File: src/scmc_cfg.svh
// offsets, field positions, reset values and counts of the serial mode block
// assumes an 8-bit cpu data path and a 16-bit cpu address
`ifndef SCMC_CFG_SVH
`define SCMC_CFG_SVH

`define SCMC_MODE_ADDR 16'hff60
`define SCMC_BUS_ADDR 16'hff61
`define SCMC_MODE_RESET 8'h00
`define SCMC_BUS_RESET 8'h00

// serial mode register fields
`define SCMC_EN_BIT 7
`define SCMC_MATCH_BIT 6
`define SCMC_WAKE_BIT 5
`define SCMC_MODE_HI 4
`define SCMC_MODE_LO 2
`define SCMC_SRC_HI 1
`define SCMC_SRC_LO 0

// bus control register fields
`define SCMC_BUSY_BIT 7
`define SCMC_ACKEN_BIT 5
`define SCMC_STARTDET_BIT 3
`define SCMC_STARTTRIG_BIT 1
`define SCMC_STOPTRIG_BIT 0

// last count of timer two rising edges in a half period of the bus clock (8 edges per half, divide by 16)
`define SCMC_TIMER_HALF 4'h7

`endif

File: src/scmc_pkg.sv
// types shared by the serial mode control block
// constants live in scmc_cfg.svh
package scmc_pkg;

  typedef enum logic [1:0] {
    SCMC_PIN_3WIRE,
    SCMC_PIN_2W_B,
    SCMC_PIN_2W_A
  } scmc_pinmode_t;

  typedef enum logic [1:0] {
    SCMC_SRC_EXT,
    SCMC_SRC_TIMER,
    SCMC_SRC_PRESC
  } scmc_src_t;

endpackage

File: src/scmc_top.sv
// serial channel mode and bus control registers with pin control
// assumes cpu access, shift datapath and timers share clk; pins are async
//
// Overview of operation
// - reset clears the serial mode register
// - clock field picks external, timer, prescaler
// - bus mode divides timer output by sixteen
// - mode field picks wire mode and bit order
// - push-pull in three-wire, open-drain otherwise
// - transmit-only three-wire frees serial input pin
// - unused data pin stays a port pin
// - wake-up bit chooses every-transfer or address interrupt
// - read-only flag shows address equals shift data
// - channel disabled forces comparison flag low
// - enable bit stops or runs the channel
// - reset clears the bus control register
// - device sets start flag on start condition
`timescale 1ns/1ps
`include "scmc_cfg.svh"

module scmc_top (
  input wire logic clk,
  input wire logic rst_n,
  input wire logic [15:0] cpu_addr,
  input wire logic cpu_wr,
  input wire logic cpu_rd,
  input wire logic [7:0] cpu_wdata,
  output logic [7:0] cpu_rdata,
  input wire logic [7:0] slave_addr_reg,
  input wire logic [7:0] shift_reg_zero,
  input wire logic shift_out_load,
  input wire logic shift_out_bit,
  input wire logic xfer_done,
  input wire logic addr_rcvd,
  input wire logic irq_timing_select,
  input wire logic timer_two_output,
  input wire logic prescaler_clk,
  input wire logic tx_only,
  input wire logic port_out_a,
  input wire logic port_oe_a,
  input wire logic port_out_b,
  input wire logic port_oe_b,
  input wire logic bus_data_pin_a_in,
  output logic bus_data_pin_a_out,
  output logic bus_data_pin_a_oe,
  input wire logic bus_data_pin_b_in,
  output logic bus_data_pin_b_out,
  output logic bus_data_pin_b_oe,
  input wire logic ser_clk_pin_in,
  output logic ser_clk_pin_out,
  output logic ser_clk_pin_oe,
  output logic ser_clk,
  output logic msb_first,
  output logic serial_out_latch,
  output logic xfer_irq
);

  logic [7:0] serial_mode_reg;
  logic [7:0] bus_ctrl_reg;
  logic start_detect_flag;
  logic stop_pulse;
  logic start_pulse;
  logic [1:0] a_sync;
  logic [1:0] b_sync;
  logic [1:0] c_sync;
  logic sda_prev;
  logic scl_prev;
  logic next_clk;
  logic next_a_out;
  logic next_a_oe;
  logic next_b_out;
  logic next_b_oe;
  logic next_c_out;
  logic next_c_oe;
  logic wr_mode;
  logic wr_bus;
  logic channel_enable_bit;
  logic wakeup_select;
  logic bus_mode;
  logic sda_now;
  logic start_seen;
  logic stop_seen;
  logic next_enable;
  logic addr_equal;
  logic wake_hit;
  logic [2:0] mode_field;
  scmc_pkg::scmc_pinmode_t pinmode;

  assign wr_mode = cpu_wr && (cpu_addr == `SCMC_MODE_ADDR);
  assign wr_bus = cpu_wr && (cpu_addr == `SCMC_BUS_ADDR);
  assign channel_enable_bit = serial_mode_reg[`SCMC_EN_BIT];
  assign wakeup_select = serial_mode_reg[`SCMC_WAKE_BIT];
  assign mode_field = serial_mode_reg[`SCMC_MODE_HI:`SCMC_MODE_LO];
  assign addr_equal = (slave_addr_reg == shift_reg_zero);
  // flag follows the enable being written, so a stopping write never
  // reads back with a stale match
  assign next_enable = wr_mode ? cpu_wdata[`SCMC_EN_BIT] : channel_enable_bit;

  // mode field decode; 3'b1x0 other than 110 is prohibited, treated as 3-wire
  always_comb begin
    if (mode_field == 3'b110) begin
      pinmode = scmc_pkg::SCMC_PIN_2W_B;
    end else if (mode_field == 3'b111) begin
      pinmode = scmc_pkg::SCMC_PIN_2W_A;
    end else begin
      pinmode = scmc_pkg::SCMC_PIN_3WIRE;
    end
  end

  // both two-wire variants count as bus modes for start detection
  assign bus_mode = (pinmode != scmc_pkg::SCMC_PIN_3WIRE);

  // mode changes are taken as written; the stop-first discipline is software's
  always_ff @(posedge clk or negedge rst_n) begin
    if (!rst_n) begin
      serial_mode_reg <= `SCMC_MODE_RESET;
    end else begin
      if (wr_mode) begin
        serial_mode_reg[7] <= cpu_wdata[7];
        serial_mode_reg[5:0] <= cpu_wdata[5:0];
      end
      serial_mode_reg[`SCMC_MATCH_BIT] <= next_enable
        && addr_equal;
    end
  end

  // bus control: busy and ack enable are plain storage here
  always_ff @(posedge clk or negedge rst_n) begin
    if (!rst_n) begin
      bus_ctrl_reg <= `SCMC_BUS_RESET;
    end else if (wr_bus) begin
      bus_ctrl_reg <= {cpu_wdata[`SCMC_BUSY_BIT], 1'b0,
                       cpu_wdata[`SCMC_ACKEN_BIT], 5'b0_0000};
    end
  end

  // trigger bits live one cycle and read back as zero
  always_ff @(posedge clk or negedge rst_n) begin
    if (!rst_n) begin
      stop_pulse <= 1'b0;
      start_pulse <= 1'b0;
    end else begin
      stop_pulse <= wr_bus && cpu_wdata[`SCMC_STOPTRIG_BIT]
                    && channel_enable_bit;
      start_pulse <= wr_bus && cpu_wdata[`SCMC_STARTTRIG_BIT]
                     && channel_enable_bit;
    end
  end

  // idle high; stop beats start, both beat the shift path
  always_ff @(posedge clk or negedge rst_n) begin
    if (!rst_n) begin
      serial_out_latch <= 1'b1;
    end else if (stop_pulse) begin
      serial_out_latch <= 1'b1;
    end else if (start_pulse) begin
      serial_out_latch <= 1'b0;
    end else if (shift_out_load && channel_enable_bit) begin
      serial_out_latch <= shift_out_bit;
    end
  end

  // pin inputs are asynchronous; two stages before any use
  always_ff @(posedge clk or negedge rst_n) begin
    if (!rst_n) begin
      a_sync <= 2'b11;
      b_sync <= 2'b11;
      c_sync <= 2'b11;
    end else begin
      a_sync <= {a_sync[0], bus_data_pin_a_in};
      b_sync <= {b_sync[0], bus_data_pin_b_in};
      c_sync <= {c_sync[0], ser_clk_pin_in};
    end
  end

  assign sda_now = (pinmode == scmc_pkg::SCMC_PIN_2W_A) ? a_sync[1]
                                                         : b_sync[1];

  always_ff @(posedge clk or negedge rst_n) begin
    if (!rst_n) begin
      sda_prev <= 1'b1;
      scl_prev <= 1'b1;
    end else begin
      sda_prev <= sda_now;
      scl_prev <= c_sync[1];
    end
  end

  // start: data falls while clock high; stop: data rises while clock high
  assign start_seen = bus_mode && channel_enable_bit && c_sync[1]
                      && scl_prev && sda_prev && !sda_now;
  assign stop_seen = bus_mode && c_sync[1] && scl_prev
                     && !sda_prev && sda_now;

  // a start in the same cycle as a stop or a clear wins
  always_ff @(posedge clk or negedge rst_n) begin
    if (!rst_n) begin
      start_detect_flag <= 1'b0;
    end else if (start_seen) begin
      start_detect_flag <= 1'b1;
    end else if (stop_seen || !channel_enable_bit) begin
      start_detect_flag <= 1'b0;
    end
  end

  assign wake_hit = bus_mode && addr_rcvd && start_detect_flag
                    && irq_timing_select
                    && addr_equal;

  // wake-up relies on software having set the interrupt timing bit
  always_ff @(posedge clk or negedge rst_n) begin
    if (!rst_n) begin
      xfer_irq <= 1'b0;
    end else if (!channel_enable_bit) begin
      xfer_irq <= 1'b0;
    end else if (!wakeup_select) begin
      xfer_irq <= xfer_done;
    end else begin
      xfer_irq <= wake_hit;
    end
  end

  // external clock arrives through the pin synchroniser: keep it below clk/4
  scmc_clk_sel u_clk_sel (
    .clk(clk),
    .rst_n(rst_n),
    .enable(channel_enable_bit),
    .bus_mode(bus_mode),
    .clk_src(serial_mode_reg[`SCMC_SRC_HI:`SCMC_SRC_LO]),
    .timer_two_output(timer_two_output),
    .prescaler_clk(prescaler_clk),
    .ext_clk_sync(c_sync[1]),
    .sel_clk(next_clk)
  );

  scmc_pin_mux u_pin_mux (
    .enable(channel_enable_bit),
    .pinmode(pinmode),
    .tx_only(tx_only),
    .int_clk(serial_mode_reg[`SCMC_SRC_HI]),
    .ser_clk(ser_clk),
    .out_latch(serial_out_latch),
    .port_out_a(port_out_a),
    .port_oe_a(port_oe_a),
    .port_out_b(port_out_b),
    .port_oe_b(port_oe_b),
    .pin_a_out(next_a_out),
    .pin_a_oe(next_a_oe),
    .pin_b_out(next_b_out),
    .pin_b_oe(next_b_oe),
    .pin_c_out(next_c_out),
    .pin_c_oe(next_c_oe)
  );

  // clock parked high while stopped, the idle level of the bus
  always_ff @(posedge clk or negedge rst_n) begin
    if (!rst_n) begin
      ser_clk <= 1'b1;
      msb_first <= 1'b1;
    end else begin
      ser_clk <= channel_enable_bit ? next_clk : 1'b1;
      msb_first <= bus_mode || !mode_field[0];
    end
  end

  // pins registered so a mode write never glitches a line
  always_ff @(posedge clk or negedge rst_n) begin
    if (!rst_n) begin
      bus_data_pin_a_out <= 1'b0;
      bus_data_pin_a_oe <= 1'b0;
      bus_data_pin_b_out <= 1'b0;
      bus_data_pin_b_oe <= 1'b0;
      ser_clk_pin_out <= 1'b0;
      ser_clk_pin_oe <= 1'b0;
    end else begin
      bus_data_pin_a_out <= next_a_out;
      bus_data_pin_a_oe <= next_a_oe;
      bus_data_pin_b_out <= next_b_out;
      bus_data_pin_b_oe <= next_b_oe;
      ser_clk_pin_out <= next_c_out;
      ser_clk_pin_oe <= next_c_oe;
    end
  end

  // unmapped addresses read as zero
  always_ff @(posedge clk or negedge rst_n) begin
    if (!rst_n) begin
      cpu_rdata <= 8'h00;
    end else if (cpu_rd && cpu_addr == `SCMC_MODE_ADDR) begin
      cpu_rdata <= serial_mode_reg;
    end else if (cpu_rd && cpu_addr == `SCMC_BUS_ADDR) begin
      cpu_rdata <= bus_ctrl_reg | {4'h0, start_detect_flag, 3'b000};
    end else begin
      cpu_rdata <= 8'h00;
    end
  end

endmodule // scmc_top

File: src/scmc_clk_sel.sv
// shift clock source selection with divide by 16 of the timer output in bus mode
// assumes ext_clk_sync is already synchronised and timer/prescaler share clk
`timescale 1ns/1ps
`include "scmc_cfg.svh"

module scmc_clk_sel (
  input wire logic clk,
  input wire logic rst_n,
  input wire logic enable,
  input wire logic bus_mode,
  input wire logic [1:0] clk_src,
  input wire logic timer_two_output,
  input wire logic prescaler_clk,
  input wire logic ext_clk_sync,
  output logic sel_clk
);

  logic timer_prev;
  logic [3:0] edge_cnt;
  logic div_clk;
  scmc_pkg::scmc_src_t src;

  always_comb begin
    if (!clk_src[1]) begin
      src = scmc_pkg::SCMC_SRC_EXT;
    end else if (!clk_src[0]) begin
      src = scmc_pkg::SCMC_SRC_TIMER;
    end else begin
      src = scmc_pkg::SCMC_SRC_PRESC;
    end
  end

  always_ff @(posedge clk or negedge rst_n) begin
    if (!rst_n) begin
      timer_prev <= 1'b0;
    end else begin
      timer_prev <= timer_two_output;
    end
  end

  // divider held in reset while stopped so each start is phase aligned
  always_ff @(posedge clk or negedge rst_n) begin
    if (!rst_n) begin
      edge_cnt <= 4'h0;
      div_clk <= 1'b0;
    end else if (!enable) begin
      edge_cnt <= 4'h0;
      div_clk <= 1'b0;
    end else if (timer_two_output && !timer_prev) begin
      if (edge_cnt == `SCMC_TIMER_HALF) begin
        edge_cnt <= 4'h0;
        div_clk <= ~div_clk;
      end else begin
        edge_cnt <= edge_cnt + 4'h1;
      end
    end
  end

  always_comb begin
    case (src)
      scmc_pkg::SCMC_SRC_EXT: sel_clk = ext_clk_sync;
      scmc_pkg::SCMC_SRC_TIMER: sel_clk = bus_mode ? div_clk
                                                  : timer_two_output;
      scmc_pkg::SCMC_SRC_PRESC: sel_clk = prescaler_clk;
      default: sel_clk = 1'b1;
    endcase
  end

endmodule // scmc_clk_sel

File: src/scmc_pin_mux.sv
// pin function mapping for data, clock and port pins
// purely combinational; the caller registers every result
`timescale 1ns/1ps

module scmc_pin_mux (
  input wire logic enable,
  input scmc_pkg::scmc_pinmode_t pinmode,
  input wire logic tx_only,
  input wire logic int_clk,
  input wire logic ser_clk,
  input wire logic out_latch,
  input wire logic port_out_a,
  input wire logic port_oe_a,
  input wire logic port_out_b,
  input wire logic port_oe_b,
  output logic pin_a_out,
  output logic pin_a_oe,
  output logic pin_b_out,
  output logic pin_b_oe,
  output logic pin_c_out,
  output logic pin_c_oe
);

  always_comb begin
    pin_a_out = port_out_a;
    pin_a_oe = port_oe_a;
    pin_b_out = port_out_b;
    pin_b_oe = port_oe_b;
    pin_c_out = 1'b0;
    pin_c_oe = 1'b0;
    if (enable) begin
      case (pinmode)
        scmc_pkg::SCMC_PIN_3WIRE: begin
          // serial input unless transmit only frees it as a port bit
          pin_a_out = port_out_a;
          pin_a_oe = tx_only ? port_oe_a : 1'b0;
          pin_b_out = out_latch;
          pin_b_oe = 1'b1;
          pin_c_out = ser_clk;
          pin_c_oe = int_clk;
        end
        scmc_pkg::SCMC_PIN_2W_B: begin
          pin_b_out = 1'b0;
          pin_b_oe = ~out_latch;
          pin_c_out = 1'b0;
          pin_c_oe = int_clk & ~ser_clk;
          pin_a_out = port_out_a;
          pin_a_oe = port_oe_a;
        end
        scmc_pkg::SCMC_PIN_2W_A: begin
          pin_a_out = 1'b0;
          pin_a_oe = ~out_latch;
          pin_c_out = 1'b0;
          pin_c_oe = int_clk & ~ser_clk;
          pin_b_out = port_out_b;
          pin_b_oe = port_oe_b;
        end
        default: begin
          pin_c_oe = 1'b0;
        end
      endcase
    end
  end

endmodule // scmc_pin_mux

File: config.mk
export PLATFORM = sky130hd
export DESIGN_NAME = scmc_top
export DESIGN_NICKNAME = d
export VERILOG_FILES = /design/src/scmc_pkg.sv /design/src/scmc_top.sv /design/src/scmc_clk_sel.sv /design/src/scmc_pin_mux.sv
export VERILOG_INCLUDE_DIRS = /design/src
export SDC_FILE = /design/constraint.sdc
export NUM_CORES = 1
export LEC_CHECK = 0
export BUFFER_PORTS_ARGS = -buffer_cell sky130_fd_sc_hd__buf_2
export CORE_ASPECT_RATIO = 0.75
export CORE_MARGIN = 10
export CORE_UTILIZATION = 29
export CTS_BUF_LIST = sky130_fd_sc_hd__clkbuf_2 sky130_fd_sc_hd__clkbuf_4 sky130_fd_sc_hd__clkbuf_8
export DETAILED_ROUTE_END_ITERATION = 6
export PLACE_DENSITY = 0.57
export SETUP_SLACK_MARGIN = 0.5
export SYNTH_ARGS = -nofsm -noshare
export SYNTH_HDL_FRONTEND = slang
export SYNTH_SLANG_ARGS = --single-unit
File: constraint.sdc
create_clock -name clk -period 1.38 [get_ports clk]
set_input_delay 0.138 -clock clk [delete_from_list [all_inputs] [get_ports clk]]
set_output_delay 0.138 -clock clk [all_outputs]
set_load 0.005 [all_outputs]
==> summary.md, run 1 <==
| Metric | Value |
|---|---|
| Syn avg cell area | `12.2 um2` |
| Post-synth top area cell | `dfrtp_1` |
| Placed inst area | `0.00254 mm2` |
| Layout cells sized above 1 | `57.5%` |
| GRT overflow | `0` |
| CTS max path bufs | `2` |
| Vias in the first global route | `1651` |
| Share of the synthesized area in the top cell type | `44.9%` |
| Status | `finished, violations left` |
| Final setup margin | `-0.360 ns` |
| Pleak | `between 1 and 1.5 nW` |
| Final instance area | `about 0.0029 mm2` |
| H-tree levels | `2` |
| #FFs+latches synth | `45` |
| CTS Buf Count | `5` |
| Setup Skew | `0.00906 ns` |
| Crit path kind | `input port to flip-flop` |
| Tot Pwr | `2.58 mW` |
| Cells after Synth | `156` |
| Most frequent cells in the layout | `71 x buf_2, 33 x dfrtp_1, 16 x buf_4` |
| WL final | `4.98 mm` |
| Peak Freq | `575 MHz` |
| Largest net degree at the start of global routing | `21` |
| Die width | `113 um` |
| Register area share after synthesis | `about 60%` |
| GP Congestion | `0.707` |
| Core area | `0.00632 mm2` |
| Clk_lat worst skew | `0.29 ns` |
| Antenna-violating nets left | `0` |
| Dpl ws | `-0.671 ns` |
| Worst r2r src | `serial_mode_reg[3]` |
| Largest cells by area after synthesis | `dfrtp_1 45%, dfstp_2 15%, mux2_4 4.7%, xor2_1 4.2%, nand2_1 3.2%` |
| Post-layout minimum cycle time | `1.74 ns` |
| Worst-margin pin slew | `0.469 ns` |
| # Max-Cap Violations | `0` |
| Setup crit end | `serial_mode_reg[3]` |
| Commonest non-fill, non-tap cell in the layout | `buf_2` |
| Routed vias/inst | `4.46` |
| Startpoint Class | `input port` |
| Clock transition at path regs | `0.08 ns` |
| DR vias | `~1500` |
| CP required | `roughly 1.6 ns` |
| Sink Count | `45` |
| Final Hold Vio Count | `11` |
| CTS tree | `yes` |
| Die Span Y | `90.0 um` |
| Worst-path maximum fanout | `6` |
| PortBufs | `75` |
| Yosys warns | `0` |
| Site row count | `25` |
| First-pass GRT wire length | `8.17 mm` |
| Die area | `0.0102 mm2` |
| Syn_nets | `between 200 and 250` |
| Fill cells | `612` |
| Critical path arrival | `1.91 ns` |
| Synth Flop Type | `dfrtp_1` |
| DR iter-0 viols | `33` |
| P&R area growth vs syn | `51.2%` |
| Initial DRT Pass Iterations | `4` |
| Slew Viols, Final | `0` |
| Setup TNS | `-4.45 ns` |
| Number of diodes | `0` |
| CTS Hold Bufs | `3` |
| Slew HR | `68.8%` |
| CTS root buf | `clkbuf_8` |
| GRT Util Overall | `9.85%` |
| Post-Synthesis Cell Area | `0.00190 mm2` |
| Setup violations, final | `20` |
| Hold WS | `-0.210 ns` |
| Initial antenna violation count | `0` |
| Io pins | `just under 80` |
| Post-synth EDFFs | `0` |
| CP startpoint | `cpu_addr[1]` |
| Worst hold path class | `input port to asynchronous set/reset pin` |
| Wire length per cell | `14.6 um` |
| Residual DRC | `0` |
| Reg2Reg Depth | `4` |
| Ratio of final minimum period to clock period | `126%` |
| Power per Cell Area | `about 900 mW/mm2` |
| Unique masters post-synth | `38` |
| Starting Density | `between 30% and 40%` |
| Peak supply drop | `0.559 mV` |
| CP endpoint kind | `flip-flop` |
| Dpl hpwl | `about 4.0 mm` |
| Reg-to-reg slack, setup | `approximately 0.08 ns` |
| Asr flop ratio synth | `100%` |
| Failing checks | `hold timing, setup timing` |
| R2R Path End | `start_detect_flag` |
| NumNets Final | `320` |
| RSZ-0062 raised after global routing | `yes` |
==> critical path: stages <==
cell	delay, ns
buf_6	0.09
or4_4	0.52
or2_4	0.24
or4_4	0.60
mux2_4	0.33
==> what timing repair did <==
| item | CTS | global route |
|---|---|---|
| resized for setup | 18 | 10 |
| pin swaps | 11 | 3 |
| buffers inserted | 8 | 1 |
| cloned | 0 | 0 |
| endpoints found under the hold margin | 14 | 11 |
| setup endpoints to repair | 55 | 55 |
==> cells in the mapped netlist (2+ instances only) <==
cell type and n:
dfrtp_1 34, nand2_1 16, dfstp_2 11, xor2_1 9
and2_1 7, nand3_1 7, mux2_4 6, nor2_1 6
a21boi_0 5, o21ai_0 5, nor3_1 4, a22o_1 3
and3_1 3, clkbuf_1 3, inv_1 3, mux2_2 3
o21a_1 3, or4_1 3, a21oi_1 2, mux2i_1 2
nand2b_1 2, nand4_1 2, nor4_1 2
==> kinds of logic after synthesis <==
family / count (synthesis) / share of synthesized area [%]
and+or+nand+nor: 58 / 16.2
AOI/OAI and AO/OA: 24 / 9.04
buffers and inverters: 7 / 1.78
adders and majority gates: 1 / 0.660
xor gates and xnor gates: 10 / 4.62
DFF: 45 / 60.1
muxes: 11 / 7.59
==> worst min-delay path by stage <==
stage                            end  depth (start not counted)  slack (ns)
5_1_grt           serial_mode_reg[2]                          1       -0.19
4_1_cts           serial_mode_reg[2]                          1       -0.20
3_5_place_dp   u_clk_sel.edge_cnt[0]                          1        0.11
6_report       u_clk_sel.edge_cnt[0]                          1       -0.21
3_3_place_gp   u_clk_sel.edge_cnt[0]                          1        0.11
2_1_floorplan        bus_ctrl_reg[5]                          0       -0.16
==> final cells by class <==
| class | count | area, um2 | area share, % |
|---|---|---|---|
| Clock buffer | 7 | 90.1 | 3.14 |
| Clock inverter | 1 | 30.0 | 1.05 |
| Inverter | 3 | 11.3 | 0.393 |
| Multi-Input combinational cell | 104 | 856 | 29.8 |
| Sequential cell | 45 | 1140 | 39.8 |
| Tap cell | 81 | 101 | 3.53 |
| Timing Repair Buffer | 101 | 638 | 22.3 |
==> metrics by stage <==
stage          utilization [%]  cells
2_1_floorplan                -    156
3_3_place_gp              40.2    322
3_5_place_dp              40.2    322
4_1_cts                   44.6    341
5_1_grt                   45.4    342
6_report                  45.4    342
==> report_power, final <==
group | switching, mW | internal, mW
logic | 0.0861 | 0.103
registers | 0.00651 | 1.35
clock network | 0.427 | 0.610
total | 0.519 | 2.06
==> per-layer routing <==
| metal | wire length (um) | up-vias | track usage [%] |
|---|---|---|---|
| li1 | - | 752 | - |
| met1 | 2350 | 716 | 12.6 |
| met2 | 2290 | 52 | 15.6 |
| met3 | 296 | 7 | 3.45 |
| met4 | 46 | 0 | 1.90 |
| met5 | 0 | - | 0 |
No activity file was read; power rests on OpenSTA's default activity.
==> run 2, diff against run 1 <==
--- a/config.mk
+++ b/config.mk
@@ -12,6 +12,7 @@
 export CORE_UTILIZATION = 29
 export CTS_BUF_LIST = sky130_fd_sc_hd__clkbuf_2 sky130_fd_sc_hd__clkbuf_4 sky130_fd_sc_hd__clkbuf_8
 export DETAILED_ROUTE_END_ITERATION = 6
+export HOLD_SLACK_MARGIN = 0.03
 export PLACE_DENSITY = 0.57
 export SETUP_SLACK_MARGIN = 0.5
 export SYNTH_ARGS = -nofsm -noshare
==> summary.md, run 2 (synthesized netlist as in run 1, its figures left out) <==
| Metric | Value |
|---|---|
| Status | `finished, violations left` |
| Failing checks | `hold timing, setup timing` |
| DR vias | `1525` |
| P&R area growth vs syn | `51.7%` |
| Placed inst area | `0.00254 mm2` |
| GRT overflow | `0` |
| Sw Ratio | `20.1%` |
| P_int | `2.06 mW` |
| Startpoint Class | `input port` |
| Slew Viols, Final | `0` |
| Clock transition at path regs | `0.08 ns` |
| Worst hold path class | `input port to asynchronous set/reset pin` |
| Initial antenna violation count | `0` |
| Met3 wire length | `around 310 um` |
| Commonest non-fill, non-tap cell in the layout | `buf_2` |
| Final instance area | `0.00288 mm2` |
| Worst-margin pin slew | `between 0.4 and 0.5 ns` |
| Critical path arrival | `1.91 ns` |
| Fill cells | `between 600 and 700` |
| Vias in the first global route | `between 1500 and 2000` |
| CP required | `1.55 ns` |
| Logic gate share of total power | `approximately 7.4%` |
| Clock power frac | `40.2%` |
| Post-Route M1 WL | `2.34 mm` |
| Site row count | `25` |
| CTS Buf Count | `5` |
| Crit path kind | `input port to flip-flop` |
| Multi-input gate area | `856 um2` |
| Reg-to-reg slack, setup | `0.08 ns` |
| Worst r2r src | `serial_mode_reg[3]` |
| Peak Freq | `roughly 570 MHz` |
| Core area | `~0.0063 mm2` |
| CP endpoint kind | `flip-flop` |
| Setup violations, final | `20` |
| Sink Count | `45` |
| Clk_lat worst skew | `0.29 ns` |
| RSZ-0062 raised after global routing | `yes` |
| CP startpoint | `cpu_addr[1]` |
| NumNets Final | `321` |
| Wire length on met2 | `about 2.3 mm` |
| Die area | `0.0102 mm2` |
| WL final | `5.00 mm` |
| GP Congestion | `just over 0.7` |
| Pleak | `1.44 nW` |
| Number of diodes | `0` |
| Dpl hpwl | `3.96 mm` |
| Antenna-violating nets left | `0` |
| Setup Skew | `0.00885 ns` |
| Die Span Y | `90.0 um` |
| CTS Hold Bufs | `4` |
| Highest Signal Layer | `met4` |
| Most frequent cells in the layout | `71 x buf_2, 33 x dfrtp_1, 16 x buf_4` |
| Dpl ws | `-0.671 ns` |
| Peak supply drop | `0.559 mV` |
| Reg2Reg Depth | `4` |
| Power per Cell Area | `around 900 mW/mm2` |
| Ratio of final minimum period to clock period | `126%` |
| Slew HR | `68.7%` |
| Final Util | `45.5%` |
| Initial DRT Pass Iterations | `4` |
| # Max-Cap Violations | `0` |
| Routed vias/inst | `around 4.4` |
| Final setup margin | `-0.360 ns` |
| Sw Pwr | `0.520 mW` |
| PortBufs | `75` |
| CTS max path bufs | `2` |
| Die width | `approximately 110 um` |
| Register area | `roughly 0.0011 mm2` |
| Final Hold Vio Count | `11` |
| H-tree levels | `2` |
| Flop pwr share | `52.4%` |
| Layout cells sized above 1 | `a little under three fifths` |
| Setup crit end | `serial_mode_reg[3]` |
| CTS tree | `yes` |
| Io pins | `77` |
| Tot Pwr | `about 2.6 mW` |
| Worst-path maximum fanout | `6` |
| Starting Density | `between 30% and 40%` |
| GRT Util Overall | `under 10%` |
| Residual DRC | `0` |
| First-pass GRT wire length | `approximately 8 mm` |
| Hold WS | `-0.210 ns` |
| Wire length per cell | `around 15 um` |
| Post-layout minimum cycle time | `approximately 1.7 ns` |
| CTS root buf | `clkbuf_8` |
| DR iter-0 viols | `32` |
| R2R Path End | `start_detect_flag` |
| Largest net degree at the start of global routing | `21` |
run 2: cell types whose count changed in the layout (fill, tap and decap cells not counted):
| cell | change |
|---|---|
| dlygate4sd3_1 | +1 |
run 2: worst max-delay path, stage by stage:
cell and delay, ns:
buf_6 0.09, or4_4 0.52, or2_4 0.24, or4_4 0.60
mux2_4 0.33
run 2: power by group through the flow:
stage | combinational [mW] | clock [mW] | sequential [mW]
finish | 0.191 | 1.04 | 1.35
detailed placement | 0.181 | 0 | 1.38
global placement | 0.178 | 0 | 1.38
global route | 0.216 | 1.12 | 1.36
CTS | 0.194 | 1.07 | 1.35
floorplan | 0.0428 | 0 | 1.38
run 2: area by class of cell:
cell class | instances | share of cell area, %
clock buffer | 7 | 3.13
clock inverter | 1 | 1.04
inverter | 3 | 0.391
multi-input combinational | 104 | 29.7
sequential | 45 | 39.7
tap | 81 | 3.52
timing repair buffer | 102 | 22.5
run 2: routing by layer:
metal	global-route usage (%)	up-vias
li1	-	753
met1	12.7	715
met2	15.7	50
met3	3.45	7
met4	1.90	0
met5	0	-
run 2: worst min-delay path by stage:
stage           from               endpoint  slack, ns  cells after the start
2_1_floorplan  rst_n        bus_ctrl_reg[5]      -0.16                      0
3_3_place_gp   rst_n  u_clk_sel.edge_cnt[0]       0.11                      1
3_5_place_dp   rst_n  u_clk_sel.edge_cnt[0]       0.11                      1
4_1_cts        rst_n     serial_mode_reg[2]      -0.20                      1
5_1_grt        rst_n     serial_mode_reg[2]      -0.19                      1
6_report       rst_n  u_clk_sel.edge_cnt[0]      -0.21                      1
run 2: through the flow:
step                setup TNS [ns]  cells
detailed placement          -10.73    322
finish                       -4.46    343
global route                 -5.06    343
global placement            -10.66    322
floorplan                    -6.36    156
CTS                          -3.94    342
run 2: timing repair:
action | 4_1_cts | 5_1_grt
endpoints found under the setup margin | 55 | 55
endpoints found under the hold margin | 15 | 11
setup buffers | 8 | 1
pin swaps | 11 | 3
gates resized for setup | 18 | 10
